===== src/logic/sched_regs.svh =====
`ifndef SCHED_REGS_SVH
`define SCHED_REGS_SVH
// program step counter width and first step
`define STEP_W 16
`define STEP_ZERO 16'h0000
// periodic sources, event sources
`define NUM_PERIODIC 8
`define NUM_EVENT 6
`define NUM_SRC 15
`define SRC_W 4
`define SRC_CNT_IDX 4'he
// periodic period counter width (in ticks of 1 ms)
`define PERIOD_W 16
// time base: 1 ms at 200 MHz (5 ns period)
`define CLK_PERIOD_NS 5
`define TICK_NS 1000000
`define TICK_CYCLES (`TICK_NS / `CLK_PERIOD_NS)
`define TICK_W 18
// watchdog: 10 ms units, 10..6000 ms
`define WDOG_UNIT_MS 10
`define WDOG_MIN_UNITS 10'h001
`define WDOG_MAX_UNITS 10'h258
`define WDOG_W 10
`define WDOG_MS_W 14
// edge select encodings
`define EDGE_RISE 2'h0
`define EDGE_FALL 2'h1
`define EDGE_BOTH 2'h2
// error flag bit positions
`define ERR_W 6
`define ERR_CONFIG 0
`define ERR_WDOG 1
`define ERR_IO 2
`define ERR_NUMERIC 3
`define ERR_HW_FATAL 4
`define ERR_EXT_ORDINARY 5
`endif


===== src/logic/sched_pkg.sv =====
package sched_pkg;
  // executor states, gray coded along run -> interrupt -> run
  typedef enum logic [1:0] {
    ST_IDLE = 2'h0,
    ST_SCAN = 2'h1,
    ST_ISR = 2'h3,
    ST_STOP = 2'h2
  } exec_state_t;
endpackage


===== src/logic/edge_detect.sv =====
`include "sched_regs.svh"
// edge detection for the event interrupt inputs
module edge_detect (
  input wire logic ref_clk,
  input wire logic rst,
  input wire logic [`NUM_EVENT-1:0] level,
  input wire logic [2*`NUM_EVENT-1:0] edge_sel,
  output logic [`NUM_EVENT-1:0] hit
);
  logic [`NUM_EVENT-1:0] prev_q;
  logic [`NUM_EVENT-1:0] rise;
  logic [`NUM_EVENT-1:0] fall;
  logic [`NUM_EVENT-1:0] hit_w;

  assign rise = level & ~prev_q;
  assign fall = ~level & prev_q;

  always_comb begin
    for (int i = 0; i < `NUM_EVENT; i++) begin
      case (edge_sel[2*i +: 2])
        `EDGE_RISE: hit_w[i] = rise[i];
        `EDGE_FALL: hit_w[i] = fall[i];
        `EDGE_BOTH: hit_w[i] = rise[i] | fall[i];
        default: hit_w[i] = 1'b0;
      endcase
    end
  end

  // previous level; reset clears it, so a high input gives a rising edge in the first cycle after reset
  always_ff @(posedge ref_clk) begin
    if (rst) begin
      prev_q <= '0;
      hit <= '0;
    end else begin
      prev_q <= level;
      hit <= hit_w;
    end
  end
endmodule // edge_detect


===== src/logic/program_scheduler_error_handler.sv =====
// Function
// - scan runs step zero to last step
// - interrupt suspends scan, resumes at same step
// - eight periodic sources, each own period
// - six event sources on input changes
// - event edge: rising, falling or both
// - counter match starts its interrupt routine
// - subroutine runs only when called
// - faults sorted fatal stop, ordinary continue
// - record error flags on the same edge as stop
// - configuration mismatch forces stopped state
// - numeric fault flags, execution continues
// - watchdog or io failure forces stop
// - every error sets summary error flag
// - watchdog 10 to 6000 ms, 10 ms steps
// - watchdog expiry halts, outputs forced off
// - watchdog service clears elapsed time
`include "sched_regs.svh"
module program_scheduler_error_handler (
  input wire logic ref_clk,
  input wire logic rst,
  input wire logic run_req,
  input wire logic [`STEP_W-1:0] last_step,
  input wire logic step_done,
  input wire logic call_req,
  input wire logic [`STEP_W-1:0] call_target,
  input wire logic sub_return,
  input wire logic isr_done,
  input wire logic [`NUM_PERIODIC-1:0] periodic_enable,
  input wire logic [`NUM_PERIODIC*`PERIOD_W-1:0] periodic_interrupt_setting,
  input wire logic [`NUM_EVENT-1:0] input_event_interrupt,
  input wire logic [`NUM_EVENT-1:0] event_enable,
  input wire logic [2*`NUM_EVENT-1:0] event_edge_sel,
  input wire logic counter_compare_interrupt,
  input wire logic [`WDOG_W-1:0] wdog_units,
  input wire logic watchdog_service_instruction,
  input wire logic config_mismatch,
  input wire logic io_fault,
  input wire logic numeric_fault,
  input wire logic hw_fatal_fault,
  input wire logic ext_fault,
  input wire logic ext_fault_fatal,
  input wire logic err_clear,
  output logic [`STEP_W-1:0] step_ptr,
  output logic in_isr,
  output logic [`SRC_W-1:0] interrupt_point_index,
  output logic in_sub,
  output logic running,
  output logic stopped,
  output logic outputs_off,
  output logic [`ERR_W-1:0] error_flags,
  output logic summary_error_flag,
  output logic warning
);

  ////////////////////////////////////////////////////////////////////////
  // declarations
  sched_pkg::exec_state_t state_q, state_d;
  logic [`STEP_W-1:0] step_q, step_d, saved_step_q, ret_step_q;
  logic in_sub_q, in_sub_d, sub_enter, sub_leave;
  logic [`SRC_W-1:0] isr_idx_q;
  logic [`NUM_SRC-1:0] pend_q;
  logic [`NUM_SRC-1:0] new_req;
  logic [`NUM_EVENT-1:0] evt_hit;
  logic cnt_prev_q;
  logic [`TICK_W-1:0] tick_cnt_q;
  logic tick;
  logic [`PERIOD_W-1:0] per_cnt_q [`NUM_PERIODIC];
  logic [`NUM_PERIODIC-1:0] per_fire;
  logic [`WDOG_MS_W-1:0] wdog_ms_q;
  logic [`WDOG_MS_W-1:0] wdog_limit_ms;
  logic [`WDOG_W-1:0] wdog_units_c;
  logic wdog_expire;
  logic [`ERR_W-1:0] err_q, err_set;
  logic fatal_now;
  logic grant;
  logic [`SRC_W-1:0] grant_idx;
  logic scan_end;

  // lowest-numbered pending source
  function automatic logic [`SRC_W-1:0] first_set(input logic [`NUM_SRC-1:0] v);
    logic [`SRC_W-1:0] r;
    r = '0;
    for (int i = `NUM_SRC - 1; i >= 0; i--) begin
      if (v[i]) r = `SRC_W'(i);
    end
    return r;
  endfunction

  ////////////////////////////////////////////////////////////////////////
  // interrupt sources
  // event edges
  edge_detect u_edge (
    .ref_clk(ref_clk),
    .rst(rst),
    .level(input_event_interrupt),
    .edge_sel(event_edge_sel),
    .hit(evt_hit)
  );

  // 1 ms tick, shared by periodic sources and watchdog
  assign tick = (tick_cnt_q == `TICK_W'(`TICK_CYCLES - 1));
  always_ff @(posedge ref_clk) begin
    if (rst || tick) tick_cnt_q <= '0;
    else tick_cnt_q <= tick_cnt_q + 1'b1;
  end

  always_ff @(posedge ref_clk) begin
    for (int i = 0; i < `NUM_PERIODIC; i++) begin
      if (rst || !periodic_enable[i] || per_fire[i]) per_cnt_q[i] <= '0;
      else if (tick) per_cnt_q[i] <= per_cnt_q[i] + 1'b1;
    end
  end
  always_comb begin
    for (int i = 0; i < `NUM_PERIODIC; i++) begin
      per_fire[i] = periodic_enable[i] && tick &&
        (per_cnt_q[i] + 1'b1 >= periodic_interrupt_setting[i*`PERIOD_W +: `PERIOD_W]);
    end
  end

  // counter match rising edge is the request
  assign new_req = {counter_compare_interrupt & ~cnt_prev_q,
                    evt_hit & event_enable, per_fire};

  ////////////////////////////////////////////////////////////////////////
  // watchdog
  // clamp setting to 10..6000 ms
  assign wdog_units_c = (wdog_units < `WDOG_MIN_UNITS) ? `WDOG_MIN_UNITS :
                        (wdog_units > `WDOG_MAX_UNITS) ? `WDOG_MAX_UNITS : wdog_units;
  assign wdog_limit_ms = `WDOG_MS_W'(wdog_units_c * `WDOG_UNIT_MS);
  assign wdog_expire = (state_q == sched_pkg::ST_SCAN || state_q == sched_pkg::ST_ISR) &&
                       (wdog_ms_q >= wdog_limit_ms);

  // service instruction and end of scan both clear elapsed time
  always_ff @(posedge ref_clk) begin
    if (rst || watchdog_service_instruction || scan_end ||
        state_q == sched_pkg::ST_IDLE || state_q == sched_pkg::ST_STOP) wdog_ms_q <= '0;
    else if (tick && !wdog_expire) wdog_ms_q <= wdog_ms_q + 1'b1;
  end

  ////////////////////////////////////////////////////////////////////////
  // error classification
  // sources into flags
  assign err_set[`ERR_CONFIG] = config_mismatch;
  assign err_set[`ERR_WDOG] = wdog_expire;
  assign err_set[`ERR_IO] = io_fault;
  assign err_set[`ERR_NUMERIC] = numeric_fault;
  assign err_set[`ERR_HW_FATAL] = hw_fatal_fault;
  assign err_set[`ERR_EXT_ORDINARY] = ext_fault;
  // fatal class; numeric and ordinary external faults continue
  assign fatal_now = config_mismatch | wdog_expire | io_fault | hw_fatal_fault |
                     (ext_fault & ext_fault_fatal);

  // flags latch in the same edge the stop is taken; set beats clear
  always_ff @(posedge ref_clk) begin
    if (rst) err_q <= '0;
    else err_q <= (err_clear ? '0 : err_q) | err_set;
  end

  ////////////////////////////////////////////////////////////////////////
  // scheduler
  assign scan_end = (state_q == sched_pkg::ST_SCAN) && step_done && !in_sub_q &&
                    (step_q == last_step) && !grant;
  assign grant = (state_q == sched_pkg::ST_SCAN) && (|pend_q);
  assign grant_idx = first_set(pend_q);

  // next step and state
  always_comb begin
    state_d = state_q;
    step_d = step_q;
    case (state_q)
      sched_pkg::ST_IDLE: begin
        if (run_req) begin
          state_d = sched_pkg::ST_SCAN;
          step_d = `STEP_ZERO;
        end
      end
      sched_pkg::ST_SCAN: begin
        // one at a time, lowest index first
        if (grant) begin
          state_d = sched_pkg::ST_ISR;
        end else if (call_req && !in_sub_q) begin
          step_d = call_target;
        end else if (sub_return && in_sub_q) begin
          step_d = ret_step_q;
        end else if (step_done) begin
          // wrap to step zero after last step
          step_d = (step_q == last_step && !in_sub_q) ? `STEP_ZERO : step_q + 1'b1;
        end
      end
      sched_pkg::ST_ISR: begin
        if (isr_done) state_d = sched_pkg::ST_SCAN;
      end
      sched_pkg::ST_STOP: begin
        if (err_clear && run_req) begin
          state_d = sched_pkg::ST_SCAN;
          step_d = `STEP_ZERO;
        end
      end
      default: state_d = sched_pkg::ST_STOP;
    endcase
    if (fatal_now) state_d = sched_pkg::ST_STOP;
  end

  // state and step
  always_ff @(posedge ref_clk) begin
    if (rst) begin
      state_q <= sched_pkg::ST_IDLE;
      step_q <= `STEP_ZERO;
    end else begin
      state_q <= state_d;
      step_q <= step_d;
    end
  end

  // subroutine entry and exit; a stop in the same cycle wins over a call, so a
  // restart never begins inside a stale subroutine
  assign sub_enter = (state_q == sched_pkg::ST_SCAN) && !grant && call_req && !in_sub_q;
  assign sub_leave = (state_q == sched_pkg::ST_SCAN) && !grant && sub_return;
  assign in_sub_d = (state_d == sched_pkg::ST_STOP) ? 1'b0 : sub_enter ? 1'b1 :
                    sub_leave ? 1'b0 : in_sub_q;

  // save suspended step; save return step
  always_ff @(posedge ref_clk) begin
    if (rst) begin
      saved_step_q <= `STEP_ZERO;
      ret_step_q <= `STEP_ZERO;
      in_sub_q <= 1'b0;
      isr_idx_q <= '0;
    end else begin
      if (grant) saved_step_q <= step_q;
      if (grant) isr_idx_q <= grant_idx;
      if (sub_enter) ret_step_q <= step_q + 1'b1;
      in_sub_q <= in_sub_d;
    end
  end

  // pending requests; a new request beats the grant clear of its own bit
  always_ff @(posedge ref_clk) begin
    if (rst) begin
      pend_q <= '0;
      cnt_prev_q <= 1'b0;
    end else begin
      cnt_prev_q <= counter_compare_interrupt;
      if (state_d == sched_pkg::ST_STOP) pend_q <= '0;
      else pend_q <= (pend_q & ~(grant ? (`NUM_SRC'(1) << grant_idx) : '0)) |
                     (new_req & {`NUM_SRC{state_q != sched_pkg::ST_IDLE}});
    end
  end

  ////////////////////////////////////////////////////////////////////////
  // registered outputs
  // summary flag follows any error
  always_ff @(posedge ref_clk) begin
    if (rst) begin
      step_ptr <= `STEP_ZERO;
      in_isr <= 1'b0;
      interrupt_point_index <= '0;
      in_sub <= 1'b0;
      running <= 1'b0;
      stopped <= 1'b0;
      outputs_off <= 1'b1;
      error_flags <= '0;
      summary_error_flag <= 1'b0;
      warning <= 1'b0;
    end else begin
      step_ptr <= step_d;
      in_isr <= (state_d == sched_pkg::ST_ISR);
      interrupt_point_index <= grant ? grant_idx : isr_idx_q;
      in_sub <= in_sub_d; // same edge as the step jump
      running <= (state_d == sched_pkg::ST_SCAN || state_d == sched_pkg::ST_ISR);
      stopped <= (state_d == sched_pkg::ST_STOP);
      outputs_off <= !(state_d == sched_pkg::ST_SCAN || state_d == sched_pkg::ST_ISR);
      error_flags <= (err_clear ? '0 : err_q) | err_set;
      summary_error_flag <= |((err_clear ? '0 : err_q) | err_set);
      warning <= ((err_clear ? 1'b0 : (err_q[`ERR_NUMERIC] | err_q[`ERR_EXT_ORDINARY])) |
                  numeric_fault | (ext_fault & !ext_fault_fatal));
    end
  end
endmodule // program_scheduler_error_handler


===== config.mk =====
export PLATFORM = sky130hd
export DESIGN_NAME = program_scheduler_error_handler
export DESIGN_NICKNAME = d
export VERILOG_FILES = /design/src/logic/sched_pkg.sv /design/src/logic/edge_detect.sv /design/src/logic/program_scheduler_error_handler.sv
export VERILOG_INCLUDE_DIRS = /design/src /design/src/logic
export SDC_FILE = /design/constraint.sdc
export NUM_CORES = 1
export LEC_CHECK = 0
export BUFFER_PORTS_ARGS = -buffer_cell sky130_fd_sc_hd__clkbuf_2
export CAP_MARGIN = 20
export CORE_MARGIN = 10
export CORE_UTILIZATION = 50
export DETAILED_ROUTE_END_ITERATION = 8
export PLACE_DENSITY = 0.72
export REMOVE_ABC_BUFFERS = 1
export SLEW_MARGIN = 20
export SYNTH_ARGS = -nofsm -noshare
export SYNTH_HDL_FRONTEND = slang
export SYNTH_SLANG_ARGS = --single-unit

===== constraint.sdc =====
create_clock -name ref_clk -period 9.45 [get_ports ref_clk]
set_input_delay 0.4725 -clock ref_clk [delete_from_list [all_inputs] [get_ports ref_clk]]
set_output_delay 0.4725 -clock ref_clk [all_outputs]
set_load 0.02 [all_outputs]

==> results.md <==
- Die Wd: 200 um
- PwrDens: 136 nW/um^2
- Final period util: 52.1%
- Final GP Congestion: 0.904
- Multi-input gate area: 9300 um^2
- Max-Slew Margin vs Limit: 28.3%
- CTS Hold Bufs: 0
- Leakage Power: 8.39 nW
- Top_reg_cell synth: edfxtp_1
- Max Transition Viols Final: 0
- Final Hold Fails: 0
- Max Fclk: 203 MHz
- Yosys top cell by area: edfxtp_1
- Worst path arrival time: 5.35 ns
- IO Pins: 251
- Crit path time final: 4.92 ns
- Num CTS Buffers: 28
- Mapped Cells: 1818
- Total Power: 2.56 mW
- Avg WL per Cell: 15.9 um
- Die area: 40000 um^2
- First-pass GRT wire length: 64.8 mm
- Final Skew: 0.0139 ns
- Clock Pin Slew Worst Setup and Hold Paths: 0.06 ns
- Ant diodes: 0
- Final Util: 59.1%
- Top post-synthesis cells by area: edfxtp_1, dfxtp_1, ha_1
- CTS tree: done
- Routed WL: 40.1 mm
- Setup WS post-layout: 4.53 ns
- Worst EP required: 9.88 ns
- Drt pass-1 iters: 5
- Final #Nets: 2456
- Die Ht: 200 um
- P&R area growth vs syn: 15.9%
- Overflow after GRT: 0
- Post-synth top area share: 23.7%
- Worst Setup End Kind: register
- Worst-case clock buffer depth: 3
- Antenna-violating nets left: 0
- Synth Register Bits: 239
- H-tree levels: 1
- RSZ-0062 raised after global routing: no
- Crit-path slowest cell: or3_1
- DRC: 0
- Vias: 13500
- Setup_tns: 0 ns
- WHS: 0.169 ns
- Seq. cell area: 6070 um^2
- Run status: finished clean
- Setup Slack @ Placement: 4.06 ns
- CTS Sinks: 239
- CTS root buf: clkbuf_16
- Largest net degree at the start of global routing: 58
- DRT iter0 DRCs: 652
- Port-buffer cells: 250
- Via-per-instance ratio: 5.35
- Post-CTS sizing: 0
- Mapped Area: 16200 um^2
- Crit-path cells: clkbuf_2 > o311a_1 > o21ai_0 > nand2_1 > nand2_1 > nand2b_1 > ha_1 > ha_1 > inv_1 > fa_1 > nor2b_1 > o21ai_0 > nand2b_1 > a22o_1 > o41ai_1 > xor2_1 > ha_1 > nand3_1 > o22ai_1 > a211oi_1 > a21oi_2 > or3_1 > or2_2
- Maximum VDD drop: 0.000140 V
- # rows: 65
- CP max FO: 20
- Crit-path leading delay family: simple AND/OR/NAND/NOR gates
- Hold WC Path Type: in2reg
- Seq/Total Area, Yosys: 37.4%
- CP peak stage delay: 0.66 ns
- Count leader, synth: ha_1
- Final setup viols: 0
- Worst-margin pin slew: 1.07 ns
- Post-synth EDFFs: 128
- Vias in the first global route: 13500
- HPWL after DPL: 31.3 mm
- Commonest cells in the synthesized netlist: ha_1, inv_1, nor2_1
- Buf/Inv on CP: 2
- Setup CP Type: in2reg
- Max Cap Viol: 0
- Post-CTS Setup Repair Bufs: 0
- Skew-Pair Late Insertion Delay: 0.54 ns
- Startpoint Class: input port
- Synth cell types: 65
- Antenna violations before repair: 2
- Initial core utilization: 51.0%
- Fill count: 2824
- Total track usage: 19.5%
- Post-synth ARST share: 0%
- Mean Syn Cell Area: 8.92 um^2
- YS warnings: 0
- Share of layout cells above drive strength 1: 17.0%
- Floorplan Core Area: 31800 um^2
- Worst path most repeated cell: ha_1
[report_power, final]
part / switching, mW / internal (mW)
sequential: 0.0303 / 1.13
clock: 0.417 / 0.678
combinational: 0.169 / 0.138
total: 0.616 / 1.94
[cell families (layout without fill, tap and decap cells)]
logic type	Yosys count	count (layout)	synth area share, %
xor+xnor	166	166	8.97
simple gates	716	716	23.6
mux	3	3	0.185
fa+ha+maj	176	176	13.6
compound gates	303	303	11.0
flops	239	239	37.4
other cells	1	1	0.0231
buf+inv	214	477	5.22
[stage by stage]
step | area, um^2 | std cells
global route | 18800 | 2516
global placement | 17900 | 2467
finish | 18800 | 2516
CTS | 18800 | 2516
detailed placement | 17900 | 2467
floorplan | 16000 | 1775
[final timing paths]
check / start / end / slack (ns) / depth (start not counted)
worst max-delay path: wdog_units[2] / outputs_off / 4.53 / 23
worst min-delay path: hw_fatal_fault / error_flags[4] / 0.17 / 3
worst max register to register: per_cnt_q[1][0] / per_cnt_q[1][13] / 6.06 / 12
worst min register to register: tick_cnt_q[0] / tick_cnt_q[0] / 0.46 / 1
[routing by layer]
metal / global-route usage, % / up-vias / wire, um
met3: 4.25 / 55 / 2490
met2: 34.1 / 302 / 19200
met1: 24.0 / 6253 / 17500
met5: 0 / - / 8
met4: 4.46 / 2 / 838
li1: - / 6860 / -
[flip-flops by register name (all words and copies together) (netlist names)]
name and cells:
cnt_prev_q 1, error_flags 6, in_isr 1, in_sub 1, interrupt_point_index 4, outputs_off 1
pend_q 15, per_cnt_q 128, ret_step_q 16, running 1, state_q 2, step_ptr 16
stopped 1, summary_error_flag 1, tick_cnt_q 18, u_edge.hit 6, u_edge.prev_q 6, warning 1
wdog_ms_q 14
[cell type report]
class	instances	area share, %
tap	435	2.90
clock inverter	6	0.553
sequential	239	32.3
inverter	171	3.42
clock buffer	43	4.41
timing repair buffer	257	6.94
multi-input combinational	1365	49.5
[cell usage in the layout (no fill, tap or decap), drive strengths merged, types with 4 or more instances in the layout]
cell and count:
o21a 4, and4 9, nor3b 15, o31ai 12
nand2 151, nor3 37, and3 28, nor2 161
nor4 17, a31oi 9, or2 6, nor2b 72
nand3 83, edfxtp 128, inv 171, or4 8
or4b 7, clkbuf 293, xor2 71, a211oi 26
nand2b 10, a21o 5, o21ai 82, ha 175
xnor2 95, and2b 39, or3 14, buf 7
a221oi 5, dfxtp 111, nand4 36, and2 19
a21oi 130
[worst register-to-register path: stages, from the launching register on]
cell and delay, ns:
edfxtp_1 0.47, ha_1 0.25, inv_1 0.07, nor3_1 0.47, and3_1 0.27, xor2_1 0.23, ha_1 0.28, nand2_1 0.06
nor2_1 0.05, a21oi_1 0.11, o21ai_0 0.15, or4b_4 0.62, and2b_1 0.24
(Power assumes the default switching activity.)
